### config.mk
export PLATFORM = sky130hd
export DESIGN_NAME = passive_panel_line_timing
export DESIGN_NICKNAME = d
export VERILOG_FILES = /design/src/panel_timing_pkg.sv /design/src/passive_panel_line_timing.sv
export SDC_FILE = /design/constraint.sdc
export NUM_CORES = 1
export LEC_CHECK = 0
export ABC_AREA = 1
export BUFFER_PORTS_ARGS = -buffer_cell sky130_fd_sc_hd__buf_4
export CORE_AREA = 5 5 119 143
export CTS_BUF_LIST = sky130_fd_sc_hd__clkbuf_2 sky130_fd_sc_hd__clkbuf_4 sky130_fd_sc_hd__clkbuf_8
export DETAILED_ROUTE_END_ITERATION = 7
export DIE_AREA = 0 0 124 148
export PLACE_DENSITY_LB_ADDON = 0.05
export SKIP_LAST_GASP = 1
export SYNTH_ARGS = -nofsm -noshare
export SYNTH_HDL_FRONTEND = slang
export SYNTH_SLANG_ARGS = --single-unit
export TNS_END_PERCENT = 10
### constraint.sdc
create_clock -name clk -period 5.9 [get_ports clk]
set_clock_uncertainty 0.15 [all_clocks]
set_input_delay 0 -clock clk [delete_from_list [all_inputs] [get_ports clk]]
set_output_delay 0 -clock clk [all_outputs]
set_load 0.005 [all_outputs]
### src/panel_timing_pkg.sv
package panel_timing_pkg;

    // register byte offsets on the avalon slave
    localparam int ADDR_W = 5;
    localparam logic [4:0] OFS_CTRL = 5'h00;
    localparam logic [4:0] OFS_HWIDTH = 5'h04;
    localparam logic [4:0] OFS_VCOUNT = 5'h08;
    localparam logic [4:0] OFS_MOD = 5'h0C;
    localparam logic [4:0] OFS_STATUS = 5'h10;

    // field positions
    localparam int CTRL_EN_BIT = 0;
    localparam int CTRL_COLOUR_BIT = 1;
    localparam int CTRL_BPP16_BIT = 2;
    localparam int HW_BLANK_LSB = 8;
    localparam int VC_BLANK_LSB = 16;
    localparam int ST_FRAME_BIT = 16;
    localparam int ST_UNDERRUN_BIT = 24;

    // reset values
    localparam logic [2:0] RST_CTRL = 3'h0;
    localparam logic [6:0] RST_ACTIVE_W = 7'h00;
    localparam logic [4:0] RST_BLANK_W = 5'h00;
    localparam logic [9:0] RST_ACTIVE_L = 10'h000;
    localparam logic [5:0] RST_BLANK_L = 6'h00;
    localparam logic [5:0] RST_MOD = 6'h00;

    // timing in source clock periods, counted in half periods
    localparam int HALVES_PER_TS = 2;
    localparam int UNIT_TS = 8;
    localparam int LINE_PW_TS = 11;
    localparam int FRAME_HOLD_TS = 12;
    localparam int AC_BASE_TS = 3;
    localparam int MONO_RISE_TS = 18;
    localparam int COLOUR_RISE_TS = 19;
    localparam int BPP16_ADJ_TS = 2;
    localparam int COLOUR_TAIL_TS = 2;

    localparam int LINE_PW_H = LINE_PW_TS * HALVES_PER_TS;
    localparam int FRAME_HOLD_H = FRAME_HOLD_TS * HALVES_PER_TS;
    localparam int AC_BASE_H = AC_BASE_TS * HALVES_PER_TS;
    localparam int UNIT_H = UNIT_TS * HALVES_PER_TS;
    localparam int MONO_RISE_H = MONO_RISE_TS * HALVES_PER_TS;
    localparam int COLOUR_RISE_H = COLOUR_RISE_TS * HALVES_PER_TS;
    localparam int BPP16_ADJ_H = BPP16_ADJ_TS * HALVES_PER_TS;
    localparam int COLOUR_TAIL_H = COLOUR_TAIL_TS * HALVES_PER_TS;

    localparam int FIFO_DEPTH = 2;
    localparam int PIX_W = 8;

endpackage

### src/passive_panel_line_timing.sv
// Behaviour
// - line lasts (active width+1)*8 Ts plus (blank width+1)*8 Ts.
// - active lines per frame are the 10-bit count plus one.
// - blank lines per frame are the 6-bit count plus one.
// - frame pulse rises line period minus 12 Ts before line fall.
// - frame pulse holds 12 Ts after the line pulse falling edge.
// - ac bias toggles 3 Ts, or (blank+1)*8+3 Ts, after line fall.
// - shift clock 8 Ts period mono, 1 Ts period colour, half high.
// - mono drives all eight data bits around each shift fall.
// - colour drives only upper four data bits around shift fall.
// - first shift fall 22/20 Ts mono, 19.5/17.5 Ts colour after line.
// - first shift rise 18/16 Ts mono, 19/17 Ts colour after line.
// - mono last shift fall precedes line rise by (blank+1)*8-25/23 Ts.
// - colour last shift fall precedes line rise by (blank+1)*8-27.5/25.5 Ts.
// - last shift fall precedes line fall by (blank+1)*8 minus offset.
// - line period spans 16 Ts to 1280 Ts over the settings.
//
// Decided for this implementation: the register addresses and the Avalon-MM interface to the registers.
module passive_panel_line_timing
    import panel_timing_pkg::*;
(
    input wire logic clk,
    input wire logic rstn,
    input wire logic [ADDR_W-1:0] address,
    input wire logic read,
    input wire logic write,
    input wire logic [31:0] writedata,
    output logic [31:0] readdata,
    output logic waitrequest,
    input wire logic source_clock,
    input wire logic [PIX_W-1:0] pix_data,
    input wire logic pix_valid,
    output logic pix_ready,
    output logic frame_sync_pulse,
    output logic line_sync_pulse,
    output logic pixel_shift_clock,
    output logic [PIX_W-1:0] panel_pixel_bus,
    output logic panel_ac_bias,
    output logic ac_bias_alias
);

    logic ack_r;
    logic [31:0] rdata_r;
    logic enable_r, colour_r, bpp16_r;
    logic [6:0] active_w_r;
    logic [4:0] blank_w_r;
    logic [9:0] active_l_r;
    logic [5:0] blank_l_r;
    logic [5:0] mod_rate_r;
    logic underrun_r;
    logic src_s1_r, src_s2_r, src_s3_r, src_lvl_r;
    logic half_tick;
    logic [11:0] pos_r, pos_nxt;
    logic [10:0] vcnt_r, vcnt_nxt;
    logic [5:0] mcnt_r, mcnt_nxt;
    logic [11:0] line_last_h, line_rise_h, ac_h, sh_start_h, sh_end_h;
    logic [11:0] sh_off;
    logic [10:0] vcnt_last;
    logic line_active, in_window, shift_hi, shift_rise, ac_toggle;
    logic line_r, frame_r, shift_r, ac_r;
    logic [PIX_W-1:0] data_r;
    logic [PIX_W-1:0] fifo_mem [FIFO_DEPTH];
    logic wptr_r, rptr_r;
    logic [1:0] fcnt_r;
    logic push, pop, fifo_valid;
    logic acc_go, wr_go;

    // avalon slave: one wait state, request answered on second edge
    assign acc_go = (read || write) && !ack_r;
    assign wr_go = write && ack_r;
    assign waitrequest = (read || write) && !ack_r;
    assign readdata = rdata_r;

    always_ff @(posedge clk or negedge rstn) begin
        if (!rstn) begin
            ack_r <= 1'b0;
        end else begin
            ack_r <= acc_go;
        end
    end

    always_ff @(posedge clk or negedge rstn) begin
        if (!rstn) begin
            rdata_r <= 32'h0000_0000;
        end else if (acc_go && read) begin
            unique case (address)
                OFS_CTRL: rdata_r <= {29'h0, bpp16_r, colour_r, enable_r};
                OFS_HWIDTH: rdata_r <= {19'h0, blank_w_r, 1'b0, active_w_r};
                OFS_VCOUNT: rdata_r <= {10'h0, blank_l_r, 6'h0, active_l_r};
                OFS_MOD: rdata_r <= {26'h0, mod_rate_r};
                OFS_STATUS: rdata_r <= {7'h0, underrun_r, 7'h0, frame_r,
                                        5'h0, vcnt_r};
                default: rdata_r <= 32'h0000_0000;
            endcase
        end
    end

    always_ff @(posedge clk or negedge rstn) begin
        if (!rstn) begin
            {bpp16_r, colour_r, enable_r} <= RST_CTRL;
            active_w_r <= RST_ACTIVE_W;
            blank_w_r <= RST_BLANK_W;
            active_l_r <= RST_ACTIVE_L;
            blank_l_r <= RST_BLANK_L;
            mod_rate_r <= RST_MOD;
        end else if (wr_go) begin
            if (address == OFS_CTRL) begin
                enable_r <= writedata[CTRL_EN_BIT];
                colour_r <= writedata[CTRL_COLOUR_BIT];
                bpp16_r <= writedata[CTRL_BPP16_BIT];
            end
            if (address == OFS_HWIDTH) begin
                active_w_r <= writedata[6:0];
                blank_w_r <= writedata[HW_BLANK_LSB +: 5];
            end
            if (address == OFS_VCOUNT) begin
                active_l_r <= writedata[9:0];
                blank_l_r <= writedata[VC_BLANK_LSB +: 6];
            end
            if (address == OFS_MOD) begin
                mod_rate_r <= writedata[5:0];
            end
        end
    end

    // underrun is sticky; a new underrun beats a write-one clear
    always_ff @(posedge clk or negedge rstn) begin
        if (!rstn) begin
            underrun_r <= 1'b0;
        end else if (shift_rise && half_tick && !fifo_valid) begin
            underrun_r <= 1'b1;
        end else if (wr_go && address == OFS_STATUS
                     && writedata[ST_UNDERRUN_BIT]) begin
            underrun_r <= 1'b0;
        end
    end

    // source clock: three flops, a change counts when stages two and three
    // agree; both edges are half-period ticks
    always_ff @(posedge clk or negedge rstn) begin
        if (!rstn) begin
            src_s1_r <= 1'b0;
            src_s2_r <= 1'b0;
            src_s3_r <= 1'b0;
            src_lvl_r <= 1'b0;
        end else begin
            src_s1_r <= source_clock;
            src_s2_r <= src_s1_r;
            src_s3_r <= src_s2_r;
            if (src_s2_r == src_s3_r) begin
                src_lvl_r <= src_s3_r;
            end
        end
    end

    assign half_tick = enable_r && (src_s2_r == src_s3_r)
                       && (src_s3_r != src_lvl_r);

    // horizontal geometry in half source periods, and the last line number of a frame
    always_comb begin
        line_last_h = 12'((active_w_r + 8'd1 + blank_w_r + 8'd1) * UNIT_H
                          - 1);
        line_rise_h = 12'(line_last_h + 12'd1 - LINE_PW_H);
        if (mod_rate_r != 6'h00) begin
            ac_h = 12'((blank_w_r + 6'd1) * UNIT_H + AC_BASE_H);
        end else begin
            ac_h = 12'(AC_BASE_H);
        end
        sh_start_h = 12'((colour_r ? COLOUR_RISE_H : MONO_RISE_H)
                         - (bpp16_r ? BPP16_ADJ_H : 0));
        // colour stops two source periods short of the active span, so its
        // last fall keeps the wider tail before the line edges
        sh_end_h = 12'(sh_start_h + (active_w_r + 8'd1) * UNIT_H
                       - (colour_r ? COLOUR_TAIL_H : 0));
        vcnt_last = 11'(active_l_r + blank_l_r + 11'd1);
    end

    // counters advance on half ticks only
    always_comb begin
        pos_nxt = pos_r;
        vcnt_nxt = vcnt_r;
        mcnt_nxt = mcnt_r;
        if (!enable_r) begin
            pos_nxt = 12'h000;
            vcnt_nxt = 11'h000;
            mcnt_nxt = 6'h00;
        end else if (half_tick) begin
            if (pos_r == line_last_h) begin
                pos_nxt = 12'h000;
                vcnt_nxt = (vcnt_r == vcnt_last) ? 11'h000
                                                 : 11'(vcnt_r + 11'd1);
                mcnt_nxt = (mcnt_r + 6'd1 >= mod_rate_r) ? 6'h00
                                                         : 6'(mcnt_r + 6'd1);
            end else begin
                pos_nxt = 12'(pos_r + 12'd1);
            end
        end
    end

    always_comb begin
        line_active = vcnt_nxt <= 11'(active_l_r);
        sh_off = 12'(pos_nxt - sh_start_h);
        in_window = line_active && pos_nxt >= sh_start_h
                    && pos_nxt < sh_end_h;
        shift_hi = in_window && (colour_r ? !sh_off[0] : !sh_off[3]);
        shift_rise = in_window
                     && (colour_r ? !sh_off[0] : sh_off[3:0] == 4'h0);
        ac_toggle = half_tick && pos_nxt == ac_h
                    && (mod_rate_r == 6'h00 || mcnt_nxt == 6'h00);
    end

    always_ff @(posedge clk or negedge rstn) begin
        if (!rstn) begin
            pos_r <= 12'h000;
            vcnt_r <= 11'h000;
            mcnt_r <= 6'h00;
        end else begin
            pos_r <= pos_nxt;
            vcnt_r <= vcnt_nxt;
            mcnt_r <= mcnt_nxt;
        end
    end

    // line pulse high for the last 11 Ts of every line, blank lines too
    always_ff @(posedge clk or negedge rstn) begin
        if (!rstn) begin
            line_r <= 1'b0;
        end else begin
            line_r <= enable_r && pos_nxt >= line_rise_h;
        end
    end

    // frame pulse straddles the fall that opens line zero
    always_ff @(posedge clk or negedge rstn) begin
        if (!rstn) begin
            frame_r <= 1'b0;
        end else if (!enable_r) begin
            frame_r <= 1'b0;
        end else if (half_tick && pos_nxt == 12'(FRAME_HOLD_H)) begin
            if (vcnt_nxt == vcnt_last) begin
                frame_r <= 1'b1;
            end else if (vcnt_nxt == 11'h000) begin
                frame_r <= 1'b0;
            end
        end
    end

    always_ff @(posedge clk or negedge rstn) begin
        if (!rstn) begin
            ac_r <= 1'b0;
        end else if (ac_toggle) begin
            ac_r <= !ac_r;
        end
    end

    always_ff @(posedge clk or negedge rstn) begin
        if (!rstn) begin
            shift_r <= 1'b0;
        end else begin
            shift_r <= enable_r && shift_hi;
        end
    end

    // data changes on the shift rise so it is valid half a period on each
    // side of the fall; an empty buffer shows zero rather than stale data
    always_ff @(posedge clk or negedge rstn) begin
        if (!rstn) begin
            data_r <= 8'h00;
        end else if (half_tick && shift_rise) begin
            if (!fifo_valid) begin
                data_r <= 8'h00;
            end else if (colour_r) begin
                data_r <= {fifo_mem[rptr_r][7:4], 4'h0};
            end else begin
                data_r <= fifo_mem[rptr_r];
            end
        end
    end

    // two-entry buffer; the source stalls while both entries are held
    assign fifo_valid = fcnt_r != 2'd0;
    assign pix_ready = fcnt_r != 2'(FIFO_DEPTH);
    assign push = pix_valid && pix_ready;
    assign pop = half_tick && shift_rise && fifo_valid;

    always_ff @(posedge clk or negedge rstn) begin
        if (!rstn) begin
            wptr_r <= 1'b0;
            rptr_r <= 1'b0;
            fcnt_r <= 2'd0;
        end else begin
            if (push) begin
                wptr_r <= !wptr_r;
            end
            if (pop) begin
                rptr_r <= !rptr_r;
            end
            fcnt_r <= 2'(fcnt_r + {1'b0, push} - {1'b0, pop});
        end
    end

    always_ff @(posedge clk) begin
        if (push) begin
            fifo_mem[wptr_r] <= pix_data;
        end
    end

    assign frame_sync_pulse = frame_r;
    assign line_sync_pulse = line_r;
    assign pixel_shift_clock = shift_r;
    assign panel_pixel_bus = data_r;
    assign panel_ac_bias = ac_r;
    assign ac_bias_alias = ac_r;
endmodule

# Yosys cells after proc, flatten, opt, wreduce, memory -nomap -nowiden
# Memory sizes are Yosys's and may differ from the RTL's.
# Cells that the tools add are included.
# Widths: inputs -> output; s select.
[word_totals]
ramBits = 16
in_bits = 51
regBits = 120
mem_count = 1
[classes]
n_reduce_logical = 42
n_eq_ne = 14
n_lt_le_gt_ge = 5
add_sub_neg = 19
mux = 28
[mem_list]
columns = ["name", "depth", "word_bits", "read_ports", "rd_ports_with_merged_regs", "write_ports", "line_no", "rtl"]
rows = [
  ["fifo_mem", 2, 8, 1, 0, 1, "passive_panel_line_timing.sv:62", "logic [PIX_W-1:0] fifo_mem [FIFO_DEPTH];"],
]
[ops]
columns = ["operator", "n"]
rows = [
  ["$pmux 25 s5", 1],
  ["$mux 11", 5],
  ["$mux 12", 3],
  ["$add 12x1->12 const B", 2],
  ["$ge 12x12->1", 2],
  ["$mux 6", 4],
  ["$add 11x1->11 const B", 2],
  ["$eq 11x11->1", 2],
  ["$logic_and 1x1->1", 20],
  ["$add 12x12->12", 1],
  ["$eq 12x11->1", 1],
  ["$eq 12x12->1", 1],
  ["$eq 12x5->1 const B", 1],
  ["$logic_not 6->1", 2],
  ["$lt 12x12->1", 1],
  ["$sub 12x1->12 const B", 1],
  ["$sub 12x3->12", 1],
  ["$sub 12x5->12 const B", 1],
  ["$add 10x3->11 const B", 1],
  ["$add 10x6->11", 1],
  ["$le 11x10->1", 1],
  ["$logic_not 11->1", 1],
  ["$eq 5x4->1 const B", 2],
  ["$mux 1", 10],
  ["other kinds (28)", 41],
]

# Longest topological paths before layout
[logic_depth]
ltp_word = 15
depth_mapped = 44

# Worst setup path after synthesis
# No wires, ideal clock.
[synth_path]
kind = "flip-flop to flip-flop"
startpoint = "register active_w_r[0]"
endpoint = "register fcnt_r[0]"
required_time_ns = 5.624
setup_slack_ns = 0.446
period_less_slack_ns = 5.454
arrival_time_ns = 5.178
setup_time_ns = 0.126
path_stages_with_launch = 37
path_cell_list = "dfrtp_1 > buf_2 > inv_1 > ha_1 > inv_1 > fa_1 > inv_1 > ha_1 > xor2_1 > nand3_1 > nor2_1 > nand3_1 > nor2_1 > nand3_1 > nor2_4 > nand3_4 > inv_2 > nand3_1 > nand2_1 > nand2_1 > inv_1 > ha_1 > nand2_1 > nor2_1 > a211oi_1 > o221ai_1 > a221oi_1 > o21bai_1 > o31ai_1 > nand3_1 > nor2_2 > buf_6 > nand3_2 > inv_1 > ha_1 > inv_1 > ha_1"
[synth_between]
elab_chain_len = 15
elab_cells_between_ends = 26
classes_between = "add/sub (8); order compare (3); eq/ne (1); mux (7); reduce/logical (7)"
[synth_rtl]
columns = ["element", "line_no", "rtl"]
rows = [
  ["start, declared", "passive_panel_line_timing.sv:45", "logic [6:0] active_w_r;"],
  ["start signal, assigned", "passive_panel_line_timing.sv:113", "active_w_r <= writedata[6:0];"],
  ["$add 7x1->8", "passive_panel_line_timing.sv:161", "line_last_h = 12'((active_w_r + 8'd1 + blank_w_r + 8'd1) * UNIT_H"],
  ["$add 8x5->8", "passive_panel_line_timing.sv:161", ""],
  ["$add 8x1->8", "passive_panel_line_timing.sv:161", ""],
  ["$sub 12x1->12", "passive_panel_line_timing.sv:162", "- 1);"],
  ["$eq 12x12->1", "passive_panel_line_timing.sv:188", "if (pos_r == line_last_h) begin"],
  ["$mux 11", "passive_panel_line_timing.sv:188", ""],
  ["$mux 11", "passive_panel_line_timing.sv:187", "end else if (half_tick) begin"],
  ["$mux 11", "passive_panel_line_timing.sv:183", "if (!enable_r) begin"],
  ["via vcnt_nxt[1]", "passive_panel_line_timing.sv:54", "logic [10:0] vcnt_r, vcnt_nxt;"],
  ["$le 11x10->1", "passive_panel_line_timing.sv:201", "line_active = vcnt_nxt <= 11'(active_l_r);"],
  ["$logic_and 1x1->1", "passive_panel_line_timing.sv:203", "in_window = line_active && pos_nxt >= sh_start_h"],
  ["$logic_and 1x1->1", "passive_panel_line_timing.sv:204", "&& pos_nxt < sh_end_h;"],
  ["$logic_and 1x1->1", "passive_panel_line_timing.sv:207", "&& (colour_r ? !sh_off[0] : sh_off[3:0] == 4'h0);"],
  ["$logic_and 1x1->1 (2 in a row)", "passive_panel_line_timing.sv:284", "assign pop = half_tick && shift_rise && fifo_valid;"],
  ["via pop", "passive_panel_line_timing.sv:65", "logic push, pop, fifo_valid;"],
  ["$sub 2x1->2", "passive_panel_line_timing.sv:298", "fcnt_r <= 2'(fcnt_r + {1'b0, push} - {1'b0, pop});"],
  ["end signal, assigned", "passive_panel_line_timing.sv:298", ""],
  ["end, declared", "passive_panel_line_timing.sv:64", "logic [1:0] fcnt_r;"],
]
# The timed path passes the listed nets, and every way through them passes these cells.
# A chain may end at the register's enable or synchronous reset.

# Worst setup path in the final report
[layout_path]
startpoint = "register active_w_r[1]"
endpoint = "register fcnt_r[1]"
# The elaborated chain is that of the path after synthesis.

==> flow_metrics.py <==
metrics = {
    "critical_path": {
        "path_max_fanout": 11,
        "cp-startpoint": "active_w_r[1]",
        "regToRegStartpoint": "active_w_r[1]",
        "start_kind": "flop",
        "endpoint": "fcnt_r[1]",
        "r2r-end": "fcnt_r[1]",
        "reg2reg_slack_ps": 270,
        "critPathCaptureType": "flop",
        "r2r_cells": 37,
        "path_class": "flop to flop",
        "cp.required_ps": 6120,
        "arrival_ps": 5860,
        "cpPeakStageDelay_ps": 470,
        "critPathMostFrequentCell": "nand2_1",
        "critPathSlowestCell": "dfrtp_2",
    },
    "logic_synthesis": {
        "synth_simple_gate_area_frac": 0.318,
        "ys.flop_type": "dfrtp_1",
        "yosys_warnings": 0,
        "synth_edf_count": 16,
        "synth_cell_type_count": 53,
        "synth_adder_area_share": 0.101,
        "yosysSeqAreaShare": 0.340,
        "synthMuxAreaShare": 0.00120,
        "syn_area_sq_mm": 0.00936,
        "synth-xor-area-share": 0.0413,
        "syn-instance-count": 1308,
        "syn_avg_cell_area_sq_um": 7.15,
        "synth_top_family_by_area": "simple AND/OR/NAND/NOR gates",
        "synth_compound_area_frac": 0.0988,
        "ys_ff_latch": 124,
        "async_reset_ff_frac": 0.871,
    },
    "floorplan": {
        "die_y_um": 148,
        "coreArea_sq_mm": 0.0155,
        "die_w_um": 124,
        "die_area_sq_mm": 0.0184,
        "start_util": 0.605,
        "row_count": 50,
        "io_pins": 98,
    },
    "detailed_routing": {
        "drt_iter0_drc": 705,
        "viasPerCell": 5.43,
        "ant_nets": 0,
        "routed-via-count": 9004,
        "dr.pass1.iters": 6,
        "route.final.wire_length_um": 26900,
        "wl_per_cell_um": 16.2,
        "drc_errors": 0,
    },
    "global_route": {
        "grt_pass1_wl_um": 42900,
        "grt_pass1_vias": 8469,
        "grt_overflow_total": 0,
        "grt_use_total": 0.300,
        "antenna_found_initial": 0,
        "grt_max_degree": 56,
    },
    "cts": {
        "root_buffer": "clkbuf_8",
        "clk_pin_slew_ps": 90,
        "cts.sinks": 124,
        "cts_tree": "done",
        "cts_made_buffers": 17,
        "cts_max_level": 4,
        "clk_latency_ps": 450,
        "cts_buffer_depth": 2,
    },
    "place": {
        "place.gp.congestion": 0.937,
        "dp_slack_ps": 128,
        "io_buffers": 73,
        "dpl.hpwl_um": 20100,
        "dpl_cell_area_sq_mm": 0.0101,
    },
    "timing": {
        "setup_viol_count_final": 0,
        "period_share": 0.955,
        "worstMarginPinSlew_ps": 1050,
        "hold_viol": 0,
        "fmax_mhz": 178,
        "finalMaxSlewViolations": 0,
        "fin_crit_ps": 5630,
        "maxSlewHeadroom": 0.295,
        "worst_slack_ps": 267,
    },
    "cells_and_area": {
        "mostFrequentLayoutCells": "nand2_1, inv_1, dfrtp_1",
        "fin_area_sq_mm": 0.0111,
        "layout_commonest_cell": "nand2_1",
        "drive_gt1_frac": 0.146,
        "antennaDiodeCount": 0,
        "synthToLayoutAreaGrowth_pct": 18.4,
        "final_nets": 1562,
    },
    "pwr": {
        "power.density_mw_per_mm2": 271,
        "leakagePower_nw": 5.91,
        "peakVddDrop_uv": 212,
    },
    "run_status": {
        "status": "completed",
    },
    "min_path": {
        "hold_class": "primary input to flop",
    },
    "flow_run": {
        "cap_violations": 0,
    },
}
sequential cells by signal (all words and copies together), names as in the netlist, 2 cells and up:
register / flops
fifo_mem: 16
blank_l_r: 6
active_l_r: 10
panel_pixel_bus: 8
blank_w_r: 5
readdata: 20
mod_rate_r: 6
pos_r: 12
vcnt_r: 11
mcnt_r: 6
fcnt_r: 2
active_w_r: 7
layer usage:
layer / GRT usage / share of wire
met3: 0.0501 / 0.069
met5: 0 / 0
met2: 0.471 / 0.47
met4: 0.123 / 0.036
met1: 0.410 / 0.42
through the flow:
| stage | hold WS [ps] | setup TNS, ps | util | total power (W) | instances |
|---|---|---|---|---|---|
| finish | 53.8 | 0 | 0.717 | 0.00300 | 1659 |
| global placement | -52.2 | 0 | 0.656 | 0.00216 | 1581 |
| global route | 60.5 | -125 | 0.717 | 0.00321 | 1659 |
| CTS | 8.93 | 0 | 0.705 | 0.00293 | 1652 |
| detailed placement | -37.3 | 0 | 0.656 | 0.00219 | 1581 |
| floorplan | -446 | 0 | - | 0.00188 | 1319 |
worst max-delay path: cells and delay by family, from the launching register on:
| family | cells | cell delay [ps] |
|---|---|---|
| flops | 1 | 470 |
| simple gates | 17 | 1910 |
| xor+xnor | 1 | 110 |
| compound gates | 8 | 1110 |
| buf+inv | 6 | 560 |
| fa+ha+maj | 5 | 1240 |
Yosys cell counts (16+ instances only):
master	n	area share
edfxtp_1	16	0.051
nand2_1	379	0.15
a21oi_1	51	0.027
nor2_1	98	0.039
inv_1	180	0.072
dfrtp_1	108	0.29
nor3_1	18	0.0096
ha_1	70	0.094
nand3_1	100	0.053
xor2_1	27	0.025
o21ai_0	73	0.039
nand2_2	17	0.011
nand4_1	26	0.017
how the worst min path moves through the flow:
| stage | cells after the start | start | end | slack [ps] |
|---|---|---|---|---|
| after floorplan | 0 | rstn | ac_bias_alias | -450 |
| after global placement | 1 | rstn | src_s1_r | -50 |
| after detailed placement | 1 | rstn | src_s1_r | -40 |
| after CTS | 4 | address[3] | readdata[24] | 9 |
| after global routing | 2 | source_clock | src_s1_r | 60 |
| final | 2 | source_clock | src_s1_r | 50 |
power by group:
| part | switching [W] | internal, W |
|---|---|---|
| logic | 0.000794 | 0.000459 |
| clock network | 0.000402 | 0.000315 |
| registers | 0.0000734 | 0.000953 |
| total | 0.00127 | 0.00173 |
repair_timing:
item / 4_1_cts / 5_1_grt
setup buffers: 0 / 7
endpoints found under the setup margin: 0 / 12
endpoints found under the hold margin: 127 / 0
gates resized for setup: 0 / 31
hold buffers: 39 / 0
cell type report:
cell class	instances	area, sq um
clock inverters	14	121
multi-input cells	968	5420
flip-flops and latches	124	3190
fillers	1270	4380
well taps	208	260
repair buffers	137	1130
inverters	190	716
clock buffers	18	248
kinds of logic after synthesis:
family,Yosys count
DFF,124
buffers and inverters,227
other,1
AOI/OAI and AO/OA,165
muxes,1
and+or+nand+nor,675
xor gates and xnor gates,41
adders and majority gates,74
Power figures use the tool's default switching activity.
